## config.mk

```make
export PLATFORM = sky130hd
export DESIGN_NAME = cbi_bus_seq
export DESIGN_NICKNAME = d
export VERILOG_FILES = /design/src/cbi_pkg.sv /design/src/cbi_pin_sync.sv /design/src/cbi_bus_seq.sv
export VERILOG_INCLUDE_DIRS = /design/src
export SDC_FILE = /design/constraint.sdc
export NUM_CORES = 1
export LEC_CHECK = 0
export BUFFER_PORTS_ARGS = -buffer_cell sky130_fd_sc_hd__buf_4
export CORE_AREA = 2 2 153 110
export DETAILED_ROUTE_END_ITERATION = 8
export DIE_AREA = 0 0 155 112
export PLACE_DENSITY = 0.83
export REMOVE_ABC_BUFFERS = 1
export SLEW_MARGIN = 10
export SYNTH_ARGS = -nofsm -noshare
export SYNTH_HDL_FRONTEND = slang
export SYNTH_SLANG_ARGS = --single-unit
```

## constraint.sdc

```tcl
create_clock -name clock -period 2.8 [get_ports clock]
set_input_delay 0.14 -clock clock [delete_from_list [all_inputs] [get_ports clock]]
set_output_delay 0.14 -clock clock [all_outputs]
set_load 0.02 [all_outputs]
```

## src/cbi_params.svh

```systemverilog
// Timing counts, addresses and reset values of the bus sequencer
`ifndef CBI_PARAMS_SVH
`define CBI_PARAMS_SVH
`define CBI_RESET_PC 16'h0000
`define CBI_NMI_VEC 16'h0066
`define CBI_IM1_VEC 16'h0038
`define CBI_IM_RESET 2'h0
`define CBI_IM_FAST 2'h1
`define CBI_T_FIRST 3'h1
`define CBI_T_FETCH_DATA 3'h2
`define CBI_T_FETCH_LEG 3'h4
`define CBI_T_FETCH_FAST 3'h3
`define CBI_T_MEM 3'h3
`define CBI_T_PORT 3'h4
`define CBI_WAIT_MEM 3'h2
`define CBI_WAIT_PORT 3'h3
`define CBI_RFSH_RESET 7'h00
`define CBI_RFSH_HIGH 9'h000
`define CBI_SYNC_IDLE 5'h1F
`endif

```

## src/cbi_pkg.sv

```systemverilog
// Types shared by the bus sequencer and its users
`default_nettype none
package cbi_pkg;
   typedef enum logic [2:0] {
      CBI_FETCH = 3'h0,
      CBI_MEM_RD = 3'h1,
      CBI_MEM_WR = 3'h2,
      CBI_PORT_RD = 3'h3,
      CBI_PORT_WR = 3'h4
   } cbi_kind_t;
   typedef enum logic [3:0] {
      CBI_IDLE = 4'h1,
      CBI_CYCLE = 4'h2,
      CBI_GAP = 4'h4,
      CBI_HELD = 4'h8
   } cbi_ctl_t;
   typedef struct packed {
      cbi_kind_t kind;
      logic [15:0] addr;
      logic [7:0] wdata;
   } cbi_req_t;
   typedef struct packed {
      logic done;
      logic halt;
      logic jump;
      logic [15:0] target;
      logic set_ie;
      logic clr_ie;
      logic set_im;
      logic [1:0] im;
   } cbi_instr_t;
   typedef struct packed {
      logic taken;
      logic nmi;
      logic [1:0] mode;
      logic [15:0] push_pc;
   } cbi_irq_t;
   typedef struct packed {
      logic [15:0] addr;
      logic addr_oe;
      logic [7:0] dout;
      logic dout_oe;
      logic machine_cycle_one_n;
      logic legacy_oe;
      logic memory_request_n;
      logic port_request_n;
      logic read_strobe_n;
      logic write_strobe_n;
      logic fast_oe;
      logic memory_read_n;
      logic memory_store_n;
      logic port_read_n;
      logic port_store_n;
   } cbi_pins_t;
endpackage: cbi_pkg
`default_nettype wire

```

## src/cbi_pin_sync.sv

```systemverilog
// Three-stage pin synchroniser with agreement filter
`default_nettype none
module cbi_pin_sync #(
   parameter int W = 1,
   parameter logic [W-1:0] IDLE = '0
) (
   // Clock and reset
   input wire logic clock,
   input wire logic rst_b,
   // Raw pins and clean levels
   input wire logic [W-1:0] pin,
   output logic [W-1:0] level
);
   logic [W-1:0] s1_r, s2_r, s3_r, level_r, level_nxt;

   // First stage feeds only the second
   always_comb begin
      level_nxt = level_r;
      for (int i = 0; i < W; i++) begin
         if (s2_r[i] == s3_r[i]) begin
            level_nxt[i] = s3_r[i];
         end
      end
   end

   always_ff @(posedge clock or negedge rst_b) begin
      if (!rst_b) begin
         s1_r <= IDLE;
         s2_r <= IDLE;
         s3_r <= IDLE;
         level_r <= IDLE;
      end else begin
         s1_r <= pin;
         s2_r <= s1_r;
         s3_r <= s2_r;
         level_r <= level_nxt;
      end
   end

   assign level = level_r;
endmodule: cbi_pin_sync
`default_nettype wire

```

## src/cbi_bus_seq.sv

```systemverilog
// External bus sequencer: cycles, prefetch, bus release, interrupts, halt
`default_nettype none
`include "cbi_params.svh"
module cbi_bus_seq (
   // Clock and reset
   input wire logic clock,
   input wire logic rst_b,
   // Bus pins
   input wire logic [7:0] data_in,
   input wire logic stall_n,
   input wire logic bus_hold_req_n,
   input wire logic nonmask_irq_n,
   input wire logic maskable_irq_n,
   input wire logic mode_select,
   output cbi_pkg::cbi_pins_t pins,
   output logic bus_grant_n,
   output logic stopped_n,
   // Core data requests
   input wire logic req_valid,
   input wire cbi_pkg::cbi_req_t req,
   output logic req_ready,
   output logic rsp_done,
   output logic [7:0] rsp_data,
   // Core instruction flow
   input wire cbi_pkg::cbi_instr_t instr,
   output logic op_valid,
   output logic [7:0] op_byte,
   output cbi_pkg::cbi_irq_t irq
);
   localparam cbi_pkg::cbi_pins_t PINS_RST = '{addr: 16'h0000,
      dout: 8'h00, addr_oe: 1'h0, dout_oe: 1'h0, legacy_oe: 1'h0,
      fast_oe: 1'h0, default: 1'h1};

   logic stall_s, hold_s, nmi_s, int_s, mode_s;
   cbi_pkg::cbi_ctl_t ctl_r, ctl_nxt;
   cbi_pkg::cbi_kind_t kind_r, kind_nxt, st_kind;
   logic [2:0] tcnt_r, tcnt_nxt;
   logic wait_r, wait_nxt, legacy_r, legacy_nxt;
   logic [15:0] addr_r, addr_nxt, pc_r, pc_nxt, st_addr;
   logic [7:0] wdata_r, wdata_nxt, cap_r, cap_nxt, cap_val;
   logic [7:0] op_byte_r, op_byte_nxt, rsp_data_r, rsp_data_nxt;
   logic op_valid_r, op_valid_nxt, chk_r, chk_nxt, boot_r, boot_nxt;
   logic halt_r, halt_nxt, nmi_pend_r, nmi_pend_nxt, nmi_prev_r;
   logic irq_enable_ff_r, irq_enable_ff_nxt, rsp_done_r, rsp_done_nxt, st;
   logic [1:0] im_r, im_nxt, eff_im;
   logic [6:0] rfsh_r, rfsh_nxt;
   cbi_pkg::cbi_irq_t irq_r, irq_nxt;
   cbi_pkg::cbi_pins_t pins_r, pins_nxt;
   logic grant_n_r, grant_n_nxt, stop_n_r, stop_n_nxt;
   logic adv, cap_now, end_now, irq_go, cyc_t1;
   logic in_cyc, own, pk, wk, fk, lf, early, late;

   function automatic logic is_port(cbi_pkg::cbi_kind_t k);
      return k == cbi_pkg::CBI_PORT_RD || k == cbi_pkg::CBI_PORT_WR;
   endfunction: is_port

   function automatic logic is_write(cbi_pkg::cbi_kind_t k);
      return k == cbi_pkg::CBI_MEM_WR || k == cbi_pkg::CBI_PORT_WR;
   endfunction: is_write

   function automatic logic [2:0] cyc_last(cbi_pkg::cbi_kind_t k,
                                           logic leg);
      logic [2:0] n;
      n = `CBI_T_MEM;
      if (k == cbi_pkg::CBI_FETCH) begin
         n = leg ? `CBI_T_FETCH_LEG : `CBI_T_FETCH_FAST;
      end else if (is_port(k)) begin
         n = `CBI_T_PORT;
      end
      return n;
   endfunction: cyc_last

   cbi_pin_sync #(.W(5), .IDLE(`CBI_SYNC_IDLE)) u_sync (
      .clock (clock),
      .rst_b (rst_b),
      .pin ({mode_select, maskable_irq_n, nonmask_irq_n, bus_hold_req_n,
             stall_n}),
      .level ({mode_s, int_s, nmi_s, hold_s, stall_s})
   );

   // Cycle progress decode
   always_comb begin
      eff_im = legacy_r ? im_r : `CBI_IM_FAST;
      if (wait_r) begin
         adv = stall_s;
      end else begin
         adv = !(!stall_s && tcnt_r == (is_port(kind_r) ? `CBI_WAIT_PORT
                                                         : `CBI_WAIT_MEM));
      end
      cyc_t1 = ctl_r == cbi_pkg::CBI_CYCLE && tcnt_r == `CBI_T_FIRST;
      cap_now = ctl_r == cbi_pkg::CBI_CYCLE && adv &&
         tcnt_r == ((kind_r == cbi_pkg::CBI_FETCH && legacy_r) ?
                    `CBI_T_FETCH_DATA : cyc_last(kind_r, legacy_r));
      end_now = ctl_r == cbi_pkg::CBI_CYCLE && adv &&
         tcnt_r == cyc_last(kind_r, legacy_r);
      cap_val = cap_now ? data_in : cap_r;
      irq_go = nmi_pend_r || (!int_s && irq_enable_ff_r);
   end

   // Sequencer next state
   always_comb begin
      ctl_nxt = ctl_r;
      tcnt_nxt = tcnt_r;
      wait_nxt = wait_r;
      kind_nxt = kind_r;
      legacy_nxt = legacy_r;
      addr_nxt = addr_r;
      wdata_nxt = wdata_r;
      pc_nxt = pc_r;
      cap_nxt = cap_r;
      op_byte_nxt = op_byte_r;
      op_valid_nxt = op_valid_r;
      rsp_data_nxt = rsp_data_r;
      rsp_done_nxt = 1'h0;
      chk_nxt = chk_r;
      boot_nxt = boot_r;
      halt_nxt = halt_r;
      nmi_pend_nxt = nmi_pend_r;
      irq_enable_ff_nxt = irq_enable_ff_r;
      im_nxt = im_r;
      rfsh_nxt = rfsh_r;
      irq_nxt = irq_r;
      irq_nxt.taken = 1'h0;
      st = 1'h0;
      st_kind = cbi_pkg::CBI_FETCH;
      st_addr = addr_r;
      unique case (ctl_r)
         cbi_pkg::CBI_IDLE: begin
            legacy_nxt = mode_s;
            if (!hold_s) begin
               ctl_nxt = cbi_pkg::CBI_HELD;
            end else if (boot_r) begin
               boot_nxt = 1'h0;
               st = 1'h1;
               st_addr = pc_r;
            end else if (chk_r || halt_r) begin
               chk_nxt = 1'h0;
               if (irq_go) begin
                  // discard prefetch, push PC minus one
                  halt_nxt = 1'h0;
                  op_valid_nxt = 1'h0;
                  irq_enable_ff_nxt = 1'h0;
                  irq_nxt.taken = 1'h1;
                  irq_nxt.nmi = nmi_pend_r;
                  irq_nxt.mode = eff_im;
                  irq_nxt.push_pc = pc_r - 16'h0001;
                  nmi_pend_nxt = 1'h0;
                  // fixed entry only for NMI or mode 1
                  if (nmi_pend_r || eff_im == `CBI_IM_FAST) begin
                     pc_nxt = nmi_pend_r ? `CBI_NMI_VEC : `CBI_IM1_VEC;
                     st = 1'h1;
                     st_addr = pc_nxt;
                  end
               end else if (halt_r) begin
                  ctl_nxt = cbi_pkg::CBI_GAP;
               end
            end else if (instr.done) begin
               op_valid_nxt = 1'h0;
               if (instr.set_ie) begin
                  irq_enable_ff_nxt = 1'h1;
               end
               if (instr.clr_ie) begin
                  irq_enable_ff_nxt = 1'h0;
               end
               if (instr.set_im) begin
                  im_nxt = instr.im;
               end
               if (instr.halt) begin
                  halt_nxt = 1'h1;
                  ctl_nxt = cbi_pkg::CBI_GAP;
               end else begin
                  pc_nxt = instr.jump ? instr.target : pc_r;
                  st = 1'h1;
                  st_addr = pc_nxt;
                  chk_nxt = 1'h1;
               end
            end else if (req_valid) begin
               st = 1'h1;
               st_kind = req.kind;
               st_addr = req.addr;
               wdata_nxt = req.wdata;
            end
         end
         cbi_pkg::CBI_GAP: begin
            // Halt fetch re-reads the halt opcode byte itself
            st = 1'h1;
            st_addr = pc_r - 16'h0001;
         end
         cbi_pkg::CBI_CYCLE: begin
            if (cap_now) begin
               cap_nxt = data_in;
            end
            if (wait_r) begin
               if (stall_s) begin
                  wait_nxt = 1'h0;
                  tcnt_nxt = tcnt_r + 3'h1;
               end
            end else if (!adv) begin
               wait_nxt = 1'h1;
            end else if (end_now) begin
               ctl_nxt = cbi_pkg::CBI_IDLE;
               if (kind_r == cbi_pkg::CBI_FETCH) begin
                  rfsh_nxt = rfsh_r + 7'h01;
                  if (!halt_r) begin
                     op_byte_nxt = cap_val;
                     op_valid_nxt = 1'h1;
                     pc_nxt = pc_r + 16'h0001;
                  end
               end else begin
                  rsp_done_nxt = 1'h1;
                  rsp_data_nxt = cap_val;
               end
            end else begin
               tcnt_nxt = tcnt_r + 3'h1;
            end
         end
         cbi_pkg::CBI_HELD: begin
            if (hold_s) begin
               ctl_nxt = cbi_pkg::CBI_IDLE;
            end
         end
         default: begin
            ctl_nxt = cbi_pkg::CBI_IDLE;
         end
      endcase
      if (st) begin
         ctl_nxt = cbi_pkg::CBI_CYCLE;
         tcnt_nxt = `CBI_T_FIRST;
         wait_nxt = 1'h0;
         kind_nxt = st_kind;
         addr_nxt = st_addr;
         legacy_nxt = mode_s;
      end
      // latched edge wins over its clear
      if (nmi_prev_r && !nmi_s) begin
         nmi_pend_nxt = 1'h1;
      end
   end

   // Pin levels for the coming state, registered to avoid glitches
   always_comb begin
      in_cyc = ctl_nxt == cbi_pkg::CBI_CYCLE;
      own = ctl_nxt != cbi_pkg::CBI_HELD;
      pk = is_port(kind_nxt);
      wk = is_write(kind_nxt);
      fk = kind_nxt == cbi_pkg::CBI_FETCH;
      lf = in_cyc && fk && legacy_nxt;
      early = tcnt_nxt <= `CBI_T_FETCH_DATA;
      late = tcnt_nxt > `CBI_T_FIRST;
      pins_nxt = PINS_RST;
      // refresh address in the back half of a legacy fetch
      pins_nxt.addr = (lf && !early) ? {`CBI_RFSH_HIGH, rfsh_nxt} : addr_nxt;
      pins_nxt.addr_oe = own;
      pins_nxt.dout = wdata_nxt;
      pins_nxt.dout_oe = in_cyc && wk;
      // cycle-one only in legacy fetch front half
      pins_nxt.machine_cycle_one_n = !(lf && early);
      pins_nxt.legacy_oe = own && legacy_nxt;
      pins_nxt.memory_request_n = !(in_cyc && !pk && (!fk || early));
      pins_nxt.port_request_n = !(in_cyc && pk && late);
      pins_nxt.read_strobe_n = !(in_cyc && !wk &&
                                 (fk ? early : (!pk || late)));
      pins_nxt.write_strobe_n = !(in_cyc && wk && late);
      pins_nxt.fast_oe = own && !legacy_nxt;
      pins_nxt.memory_read_n = !(in_cyc && !pk && !wk);
      pins_nxt.memory_store_n = !(in_cyc && !pk && wk && late);
      pins_nxt.port_read_n = !(in_cyc && pk && !wk && late);
      pins_nxt.port_store_n = !(in_cyc && pk && wk && late);
      grant_n_nxt = own;
      stop_n_nxt = !halt_nxt;
   end

   always_ff @(posedge clock or negedge rst_b) begin
      if (!rst_b) begin
         // fetch from 0000H, mode 0, enable clear
         ctl_r <= cbi_pkg::CBI_IDLE;
         tcnt_r <= `CBI_T_FIRST;
         wait_r <= 1'h0;
         kind_r <= cbi_pkg::CBI_FETCH;
         legacy_r <= 1'h1;
         addr_r <= `CBI_RESET_PC;
         pc_r <= `CBI_RESET_PC;
         wdata_r <= 8'h00;
         cap_r <= 8'h00;
         op_byte_r <= 8'h00;
         op_valid_r <= 1'h0;
         rsp_data_r <= 8'h00;
         rsp_done_r <= 1'h0;
         chk_r <= 1'h0;
         boot_r <= 1'h1;
         halt_r <= 1'h0;
         nmi_pend_r <= 1'h0;
         nmi_prev_r <= 1'h1;
         irq_enable_ff_r <= 1'h0;
         im_r <= `CBI_IM_RESET;
         rfsh_r <= `CBI_RFSH_RESET;
         irq_r <= '0;
         pins_r <= PINS_RST;
         grant_n_r <= 1'h1;
         stop_n_r <= 1'h1;
      end else begin
         ctl_r <= ctl_nxt;
         tcnt_r <= tcnt_nxt;
         wait_r <= wait_nxt;
         kind_r <= kind_nxt;
         legacy_r <= legacy_nxt;
         addr_r <= addr_nxt;
         pc_r <= pc_nxt;
         wdata_r <= wdata_nxt;
         cap_r <= cap_nxt;
         op_byte_r <= op_byte_nxt;
         op_valid_r <= op_valid_nxt;
         rsp_data_r <= rsp_data_nxt;
         rsp_done_r <= rsp_done_nxt;
         chk_r <= chk_nxt;
         boot_r <= boot_nxt;
         halt_r <= halt_nxt;
         nmi_pend_r <= nmi_pend_nxt;
         nmi_prev_r <= nmi_s;
         irq_enable_ff_r <= irq_enable_ff_nxt;
         im_r <= im_nxt;
         rfsh_r <= rfsh_nxt;
         irq_r <= irq_nxt;
         pins_r <= pins_nxt;
         grant_n_r <= grant_n_nxt;
         stop_n_r <= stop_n_nxt;
      end
   end

   // Interrupt check and halt block the core until resolved
   assign req_ready = ctl_r == cbi_pkg::CBI_IDLE && hold_s && !boot_r &&
                      !chk_r && !halt_r;
   assign pins = pins_r;
   assign bus_grant_n = grant_n_r;
   assign stopped_n = stop_n_r;
   assign rsp_done = rsp_done_r;
   assign rsp_data = rsp_data_r;
   assign op_valid = op_valid_r;
   assign op_byte = op_byte_r;
   assign irq = irq_r;
endmodule: cbi_bus_seq
`default_nettype wire

```

Yosys cells after proc, flatten, opt, wreduce, memory -nomap -nowiden

Cells that the tools add are included.

Input port bits: 67
Flip-flop bits (word level): 164

Add/subtract/negate cells: 4
$lt $le $gt $ge: 2
Bitwise logic cells: 6
Eq/ne operators: 34
Multiplexer cells: 122
Reduce and logical (&&, ||, !) cells: 83

Operators by type and width:

| cell                    | number |
|---|---|
| $mux W16                | 23 |
| $mux W20                | 5 |
| $pmux W16 S2            | 2 |
| $mux W1                 | 52 |
| $mux W3                 | 17 |
| $mux W4                 | 12 |
| $mux W7                 | 6 |
| $logic_and A1 B1 Y1     | 32 |
| $reduce_and A6 Y1       | 4 |
| $logic_not A1 Y1        | 22 |
| $reduce_and A5 Y1       | 4 |
| $add A16 B1 Y16 const B | 1 |
| $pmux W4 S4             | 1 |
| $sub A16 B1 Y16 const B | 1 |
| $reduce_bool A2 Y1      | 7 |
| $ne A2 B2 Y1 const B    | 6 |
| $ne A3 B3 Y1 const B    | 4 |
| $reduce_and A12 Y1      | 1 |
| $reduce_and A10 Y1      | 1 |
| $eq A3 B2 Y1 const B    | 3 |
| $eq A4 B2 Y1 const B    | 2 |
| $logic_or A1 B1 Y1      | 8 |
| $mux W8                 | 1 |
| $ne A2 B1 Y1 const B    | 4 |
| 19 further kinds        | 32 |

Longest topological paths before layout

Gate-level depths: netlist (run 1).

Depth after elaboration: 19
Gate-level depth with buffers: 11
Gate-level depth less buffers: 10

Modules after synthesis

From an unflattened synthesis (run 1), not the netlist that was laid out.

Cells, all modules: 784
Area total of the unflattened synthesis: 7855.0 µm²

Modules (own cells, without submodules):

| module       | sequential area each (µm²) | area each (µm²) | cells an instance | instances |
|---|---|---|---|---|
| cbi_bus_seq  | 3623.5                     | 7273.2          | 759               | 1 |
| cbi_pin_sync | 525.5                      | 581.8           | 25                | 1 |

Least setup slack after synthesis (run 1)

OpenSTA, ideal clock, no wires.

Path type: flip-flop to flip-flop
Start: register ctl_r[0]
End: register pins_r (netlist bit pins[22])
Clock period less this slack: 2687 ps
Slack: 113 ps
Data arrival time: 2562 ps
Stages on the path, launching flop included: 11
Setup time: 125 ps
Required time: 2675 ps
Cells stage by stage: dfstp_2 -> buf_6 -> nor4b_2 -> nand2_1 -> o21ai_4 -> o21ai_0 -> or2_0 -> buf_2 -> nor4_4 -> buf_6 -> mux2_4

RTL lines:

| element                  | line               | RTL |
|---|---|---|
| start: declaration       | cbi_bus_seq.sv:35  | `cbi_pkg::cbi_ctl_t ctl_r, ctl_nxt;` |
| start signal: assignment | cbi_bus_seq.sv:276 | `ctl_r <= cbi_pkg::CBI_IDLE;` |
| start signal: assignment | cbi_bus_seq.sv:302 | `ctl_r <= ctl_nxt;` |
| end signal: assignment   | cbi_bus_seq.sv:324 | `pins_r <= pins_nxt;` |
| end: declaration         | cbi_bus_seq.sv:48  | `cbi_pkg::cbi_pins_t pins_r, pins_nxt;` |

==> key figures, run 1 <==
Die
  – Cell row count: 39
  – # IOs: 145
  – Die Area: 17400 um^2
  – Die height: 112 um
  – Die W: 155 um
  – Starting Density: 50.1%
  – Core area: 16000 um^2

Timing
  – Hold violation total from the final report: 0
  – Final Cycle Share: 98.1%
  – Clock Skews: 0.0112 ns
  – Max_slew headroom: 45.2%
  – Worst Tran Pin Value: 0.822 ns
  – Hold Slack: 0.182 ns
  – Final setup violation count: 0
  – Fmax: 0.364 GHz
  – Minimum clock period: 2.75 ns
  – Slew Viols, Final: 0

Setup path
  – CP cell instances: nand3b_1 -> a211oi_1 -> a31oi_2 -> buf_4 -> nor4b_2 -> buf_4 -> nand2_1 -> nor3_1 -> xor2_1 -> mux2_4
  – CP Data Required Time: 3.11 ns
  – Reg2reg path depth: 10
  – Reg-to-reg startpoint: tcnt_r[0]
  – Critical path startpoint category: register
  – Reg2reg setup slack: 0.05 ns
  – Number of buffer and inverter stages on the critical path: 2
  – Crit. End Element: register
  – Worst path top cell family by delay: simple AND/OR/NAND/NOR gates
  – CP max-delay cell: dfstp_2
  – CP most frequent cell: buf_4
  – Critical path class: register to register
  – Highest net fanout along the worst path: 9
  – RR Endpoint: pins[27]
  – Max stage delay on crit path: 0.64 ns
  – Crit path DAT: 3.06 ns

CTS
  – CTS max path bufs: 2
  – Clk Latency, worst-skew pair: 0.44 ns
  – Root Buffer: clkbuf_16
  – CTS clk-pin slew, worst paths: 0.07 ns
  – CTS tree: built
  – Clock sink count: 164
  – H-tree depth: 4
  – Total CTS buffers: 17
  – Setup Fix Bufs, Post-CTS: 0

Place
  – IO buf count: 144
  – Post-DP HPWL: 16.3 mm
  – GP Congestion: 0.986

Cells and area
  – Area Overhead vs Synth: 31.3%
  – Fin nets: 1083
  – Post-Route Utilization: 65.8%
  – Diodes inserted: 0
  – Layout cells sized above 1: 30.3%

Detailed routing
  – Pre-antenna DRT Iters: 8
  – Vias after detailed routing: 7154
  – Drt via density: 5.82
  – DRT Wirelength: 23.1 mm
  – Detail Route Antenna Nets: 0
  – 1st-iter DRT viols: 827
  – DRC: 0
  – Avg WL per Cell: 18.8 um

Global route
  – GRT Util Overall: 27.2%
  – Met3 usage: 5.61%
  – First-pass GRT wire length: 36.7 mm
  – Busiest grt layer: met1
  – Grt total ovfl: 0
  – Met2 Usage GRT: 39.1%
  – Pin count of the biggest net entering global routing: 87
  – Met1 Usage GRT: 41.3%
  – Number of global-route vias before repair: 6886
  – Initial antenna violation count: 0

Synth
  – Syn Area/Cell: 9.84 um^2
  – Yosys top cell by area: dfrtp_1
  – #FFs+latches synth: 164
  – Top-area cell type share of the netlist area: 40.1%
  – EDFF count, synth: 0
  – Distinct cells, synth: 76
  – Mapped Cells: 812
  – Main flop type after synthesis: dfrtp_1
  – Post-Syn Area: 7990 um^2
  – Post-synthesis sequential area ratio: 51.9%
  – Async S/R FF share, synth: 100%
  – Top cells by area, synth: dfrtp_1 (40%), dfstp_2 (12%), nand2_1 (5.2%)
  – Yosys warnings: 0
  – Most frequent cell after synthesis: dfrtp_1
  – Synth cell count leaders: dfrtp_1 (128), nand2_1 (110), nor2_1 (80)

Pwr
  – Register share of total power: 35.3%
  – Switch share: 41.1%
  – Switching Power: 0.00455 W
  – Tot Pwr: 0.0111 W
  – Leakage: 4.79 nW
  – Clock Power Share: 21.0%
  – Max VDD drop: 585 uV
  – Int Pwr: 0.00652 W
  – Gate power share: 43.7%
  – Pwr Density: 1050 nW/um^2

Hold path
  – Hold Crit Depth: 5
  – Worst hold path class: input port to register
  – Min-delay src: instr[18]
  – Hold Path Sink: pc_r[13]

Run status
  – Status: completed

Flow run
  – Max-cap violations: 0
[flip-flops by register name, indices dropped and copies added, names as in the netlist, 7 cells and up]
signal and cells:
pins 37, irq 20, addr_r 16, pc_r 16, cap_r 8, op_byte 8, rsp_data 8, rfsh_r 7
[worst register-to-register path, cell delays in order, from the launching register on]
cell	delay, ns
dfstp_2	0.64
nand3b_1	0.13
a211oi_1	0.28
a31oi_2	0.12
buf_4	0.19
nor4b_2	0.32
buf_4	0.19
nand2_1	0.09
nor3_1	0.26
xor2_1	0.13
mux2_4	0.27
[kinds of logic after synthesis]
| kind of cell | share of synthesized area (%) |
|---|---|
| flip-flops | 51.9 |
| adder cells (fa/ha/maj) | 1.25 |
| AND/OR/NAND/NOR | 17.0 |
| XOR/XNOR | 2.41 |
| buffers and inverters | 3.82 |
| AO/OA/AOI/OAI | 18.7 |
| multiplexers | 4.98 |
[placed cells by master, fill, tap and decap left out, types with 4 or more instances in the layout]
cell,count
o32a_1,7
and2_1,5
mux2_4,6
nand2_1,110
mux2i_1,24
o41a_1,5
o21ai_0,56
a221o_1,5
a211oi_1,9
dfstp_2,36
inv_8,4
xnor2_1,12
a21o_1,4
nor2_1,80
mux2_2,6
maj3_1,5
xor2_1,9
a31oi_1,11
a21oi_1,60
nor2b_1,7
o211ai_1,8
dfrtp_1,127
nand2b_1,9
inv_6,4
clkbuf_16,17
ha_1,4
o21ai_1,8
nor4_1,4
inv_1,24
nand3_1,10
o22ai_1,9
nor3_1,21
o221ai_1,12
dlygate4sd3_1,28
buf_4,196
[worst max-delay path by stage]
stage	slack, ns	from	depth (start not counted)	to
6_report	0.05	tcnt_r[0]	10	pins[27]
5_1_grt	-0.008	im_r[1]	9	pins[21]
4_1_cts	0.04	ctl_r[3]	10	pins[25]
3_5_place_dp	0.07	ctl_r[3]	10	pins[25]
3_3_place_gp	0.12	tcnt_r[0]	7	pc_r[15]
2_1_floorplan	-0.59	ctl_r[1]	5	pins[21]
[per-layer routing]
layer / share of wire (%) / routed length, um
met1: 45 / 10500
met2: 44 / 10200
met3: 8.8 / 2020
met4: 1.7 / 397
met5: 0 / 0
[final cells by class]
class                   count  area [um^2]
well taps                 205          256
repair buffers            227         1800
flip-flops and latches    164         4150
multi-input cells         576         3600
clock buffers              17          425
inverters                  26         97.6
fillers                  1244         5460
clock inverters            15          164
[power groups by stage]
| stage | combinational (W) | clock, W | sequential (W) |
|---|---|---|---|
| final | 0.00483 | 0.00233 | 0.00391 |
| after global routing | 0.00522 | 0.00247 | 0.00401 |
| after CTS | 0.00473 | 0.00236 | 0.00389 |
| after detailed placement | 0.00466 | 0 | 0.00391 |
| after global placement | 0.00455 | 0 | 0.00389 |
| after floorplan | 0.00217 | 0 | 0.00434 |
[what timing repair did]
| action | 4_1_cts | 5_1_grt |
|---|---|---|
| resized for setup | 0 | 15 |
| hold endpoints to repair | 94 | 0 |
| hold buffers | 28 | 0 |
| setup endpoints to repair | 0 | 28 |
[metrics by stage]
step           setup slack, ns  instances  cell area (um^2)  setup TNS (ns)
5_1_grt               -0.00787       1230             10500         -0.0121
3_3_place_gp             0.122       1170              9560               0
2_1_floorplan           -0.587        766              7780           -5.85
4_1_cts                 0.0439       1230             10400               0
3_5_place_dp            0.0695       1170              9560               0
6_report                0.0533       1230             10500               0
No activity file was read; power rests on OpenSTA's default activity.
==> run 2, diff against run 1 <==
ABC_AREA = 1   (was unset)
CORE_AREA = 2 2 194 139   (was 2 2 153 110)
DIE_AREA = 0 0 196 141   (was 0 0 155 112)
PLACE_DENSITY = 0.6   (was 0.83)
==> run 2 against run 1 <==
  * Maximum frequency rose by 7.3%
  * Clock skew increased by 0.0050 ns
  * Total power is 13% higher
  * Utilization fell by 24 points
  * Critical path depth grew 6
  * First-iteration DRC count down 2.1%
  * Area after synthesis up 4.5%
  * Non-clock buffer count fell by 33
  * Sequential power rose by 1%
  * Cell count is 23% higher
  * Hold slack worse by 0.16 ns
  * Setup slack improved by 0.19 ns
==> key figures, run 2 <==
Flow run
  – Max-cap violations: 0 (unchanged)

CTS
  – CTS max path bufs: 2 (unchanged)
  – CTS tree: built
  – Clk Latency, worst-skew pair: 0.44 ns (about the same)
  – Total CTS buffers: 17 (unchanged)
  – CTS clk-pin slew, worst paths: 0.07 ns (about the same)
  – Setup Fix Bufs, Post-CTS: 0 (unchanged)
  – H-tree depth: 4 (unchanged)
  – Root Buffer: clkbuf_16
  – Post-CTS sizing: 0 (unchanged)
  – Clock sink count: 164 (unchanged)

Place
  – GP Congestion: 0.928 (-5.9%)
  – IO buf count: 144 (unchanged)
  – Placed instance area: 9940 um^2 (+4.0%)
  – Inst Count DP: 1458 (+25%)
  – Post-DP HPWL: 19.8 mm (+22%)

Pwr
  – Leakage: 5.21 nW (+8.8%)
  – Max VDD drop: 672 uV (+15%)
  – Tot Pwr: 0.0125 W (+13%)
  – Pwr Density: 1170 nW/um^2 (+11%)

Synth
  – Distinct cells, synth: 53 (-30%)
  – Yosys warnings: 0 (unchanged)
  – Most frequent cell after synthesis: nand2_1
  – Async S/R FF share, synth: 100% (unchanged)
  – Main flop type after synthesis: dfrtp_1
  – #FFs+latches synth: 164 (unchanged)
  – Post-Syn Area: 8350 um^2 (+4.5%)
  – Yosys top cell by area: dfrtp_1
  – Top-area cell type share of the netlist area: 38.4% (-1.7 points)
  – Top cells by area, synth: dfrtp_1 (38%), dfstp_2 (11%), nand2_1 (9.6%)
  – Synth cell count leaders: nand2_1 (213), dfrtp_1 (128), inv_1 (98)
  – EDFF count, synth: 0 (unchanged)
  – Syn Area/Cell: 8.53 um^2 (-13%)
  – Mapped Cells: 979 (+21%)
  – Post-synthesis sequential area ratio: 49.7% (-2.2 points)

Timing
  – Clock Skews: 0.0161 ns (+0.00496 ns)
  – RSZ-0062 raised after global routing: false
  – Minimum clock period: 2.56 ns (-0.188 ns)
  – Final Cycle Share: 91.4% (-6.7 points)
  – Final setup violation count: 0 (unchanged)
  – Hold Slack: 0.0226 ns (-0.159 ns)
  – Worst Tran Pin Value: 0.695 ns (-0.127 ns)
  – Max_slew headroom: 53.6% (+8.5 points)
  – Fmax: 0.391 GHz (+7.3%)
  – Hold violation total from the final report: 0 (unchanged)
  – Slew Viols, Final: 0 (unchanged)

Cells and area
  – FF/Latch Area: 4150 um^2 (about the same)
  – Diodes inserted: 0 (unchanged)
  – Area Overhead vs Synth: 28.8%
  – Commonest non-fill, non-tap cell in the layout: nand2_1
  – Layout cells sized above 1: 27.9% (-2.4 points)
  – Design area: 10800 um^2 (+2.5%)
  – # fillers: 2608 (+110%)
  – Fin nets: 1233 (+14%)
  – Area taken by multi-input logic gates: 3580 um^2 (-0.63%)
  – Max reg flops: 37 (unchanged)
  – Most frequent cells in the layout: nand2_1 (213), buf_4 (168), dfrtp_1 (128)
  – Fin cells: 1513 (+23%)

Setup path
  – Crit. End Element: register
  – Critical path class: register to register
  – Number of buffer and inverter stages on the critical path: 3 (+1)
  – RR Endpoint: pins[25]
  – Worst path top cell family by delay: simple AND/OR/NAND/NOR gates
  – Reg2reg path depth: 16 (+6)
  – Crit path DAT: 2.94 ns (-0.12 ns)
  – Critical path startpoint category: register
  – CP Data Required Time: 3.18 ns (+0.07 ns)
  – CP max-delay cell: dfstp_2
  – Reg2reg setup slack: 0.24 ns (+0.19 ns)
  – CP cell instances: inv_2 -> nor2_4 -> nand2_4 -> nor2_8 -> inv_6 -> nor2_8 -> nand2_8 -> inv_4 -> nand2_1 -> nand2_2 -> nor2_4 -> nand3_4 -> nor2_8 -> nand3_4 -> nand2_1 -> nand2_1
  – Max stage delay on crit path: 0.55 ns (-0.09 ns)
  – Highest net fanout along the worst path: 17 (+8)
  – Reg-to-reg startpoint: ctl_r[0]

Detailed routing
  – Drt via density: 4.96 (-15%)
  – 1st-iter DRT viols: 810 (-2.1%)
  – Detail Route Antenna Nets: 0 (unchanged)
  – Avg WL per Cell: 17.5 um (-6.9%)
  – DRC: 0 (unchanged)
  – DRT Wirelength: 26.4 mm (+15%)
  – Pre-antenna DRT Iters: 8 (unchanged)
  – Vias after detailed routing: 7511 (+5.0%)

Global route
  – First-pass GRT wire length: 41.7 mm (+14%)
  – Pin count of the biggest net entering global routing: 71 (-18%)
  – Grt total ovfl: 0 (unchanged)
  – Number of global-route vias before repair: 7323 (+6.3%)
  – Initial antenna violation count: 0 (unchanged)
  – GRT Util Overall: 19.8% (-7.4 points)

Die
  – Starting Density: 32.1% (-18 points)
  – Die W: 196 um (+26%)
  – Die Area: 27600 um^2 (+59%)
  – # IOs: 145 (unchanged)
  – Die height: 141 um (+26%)
  – Cell row count: 50 (+28%)
  – Core area: 26000 um^2 (+63%)

Hold path
  – Worst hold path class: input port to register
  – Hold Crit Depth: 3 (-2)
  – Min-delay src: data_in[3]
  – Hold Path Sink: cap_r[3]

Run status
  – Status: completed
==> run 2: cells by family after synthesis <==
| family | after synthesis | synth area share [%] |
|---|---|---|
| flip-flops | 164 | 49.7 |
| AO/OA/AOI/OAI | 206 | 14.4 |
| buffers and inverters | 156 | 7.52 |
| multiplexers | 12 | 1.62 |
| AND/OR/NAND/NOR | 413 | 23.6 |
| adder cells (fa/ha/maj) | 9 | 1.20 |
| XOR/XNOR | 19 | 1.99 |
==> run 2: worst max-delay path by stage <==
| stage | endpoint | depth (start not counted) | slack (ns) | startpoint |
|---|---|---|---|---|
| 5_1_grt | pins[25] | 15 | 0.08 | u_sync.level[3] |
| 4_1_cts | pins[25] | 16 | 0.25 | ctl_r[0] |
| 6_report | pins[25] | 16 | 0.24 | ctl_r[0] |
| 3_3_place_gp | pins[0] | 15 | 0.30 | ctl_r[0] |
| 3_5_place_dp | pins[25] | 16 | 0.27 | ctl_r[0] |
| 2_1_floorplan | irq[11] | 7 | -0.46 | ctl_r[0] |
==> run 2: final cells by class <==
cell class / instances / share of cell area [%]
flip-flops and latches: 164 / 38.6
inverters: 126 / 4.49
well taps: 338 / 3.93
multi-input cells: 659 / 33.3
repair buffers: 194 / 14.3
clock inverters: 14 / 1.40
clock buffers: 18 / 3.99
==> run 2: worst min-delay path, stage by stage <==
cell and delay [ns]:
buf_4 0.11, inv_1 0.04, o21ai_0 0.10
==> run 2: through the flow <==
stage / utilization, % / setup slack, ns / setup TNS, ns
2_1_floorplan: - / -0.460 / -7.56
3_3_place_gp: 38.2 / 0.299 / 0
3_5_place_dp: 38.2 / 0.270 / 0
4_1_cts: 41.3 / 0.252 / 0
5_1_grt: 41.3 / 0.0809 / 0
6_report: 41.3 / 0.241 / 0
==> run 2: what timing repair did <==
action,CTS,global route
hold endpoints to repair,77,0
hold buffers,23,0
setup endpoints to repair,0,0
==> run 2: metal layers <==
| layer | vias up | routed length (um) | GRT usage (%) |
|---|---|---|---|
| li1 | 3609 | - | - |
| met1 | 3596 | 13200 | 30.0 |
| met2 | 286 | 10900 | 27.8 |
| met3 | 20 | 1940 | 5.00 |
| met4 | 0 | 346 | 5.22 |
| met5 | - | 0 | 0 |
==> run 2: report_power, final <==
| part | switching [W] | internal, W |
|---|---|---|
| Combinational | 0.00406 | 0.00216 |
| Clock | 0.00105 | 0.00132 |
| Sequential | 0.000633 | 0.00333 |
| Total | 0.00574 | 0.00681 |
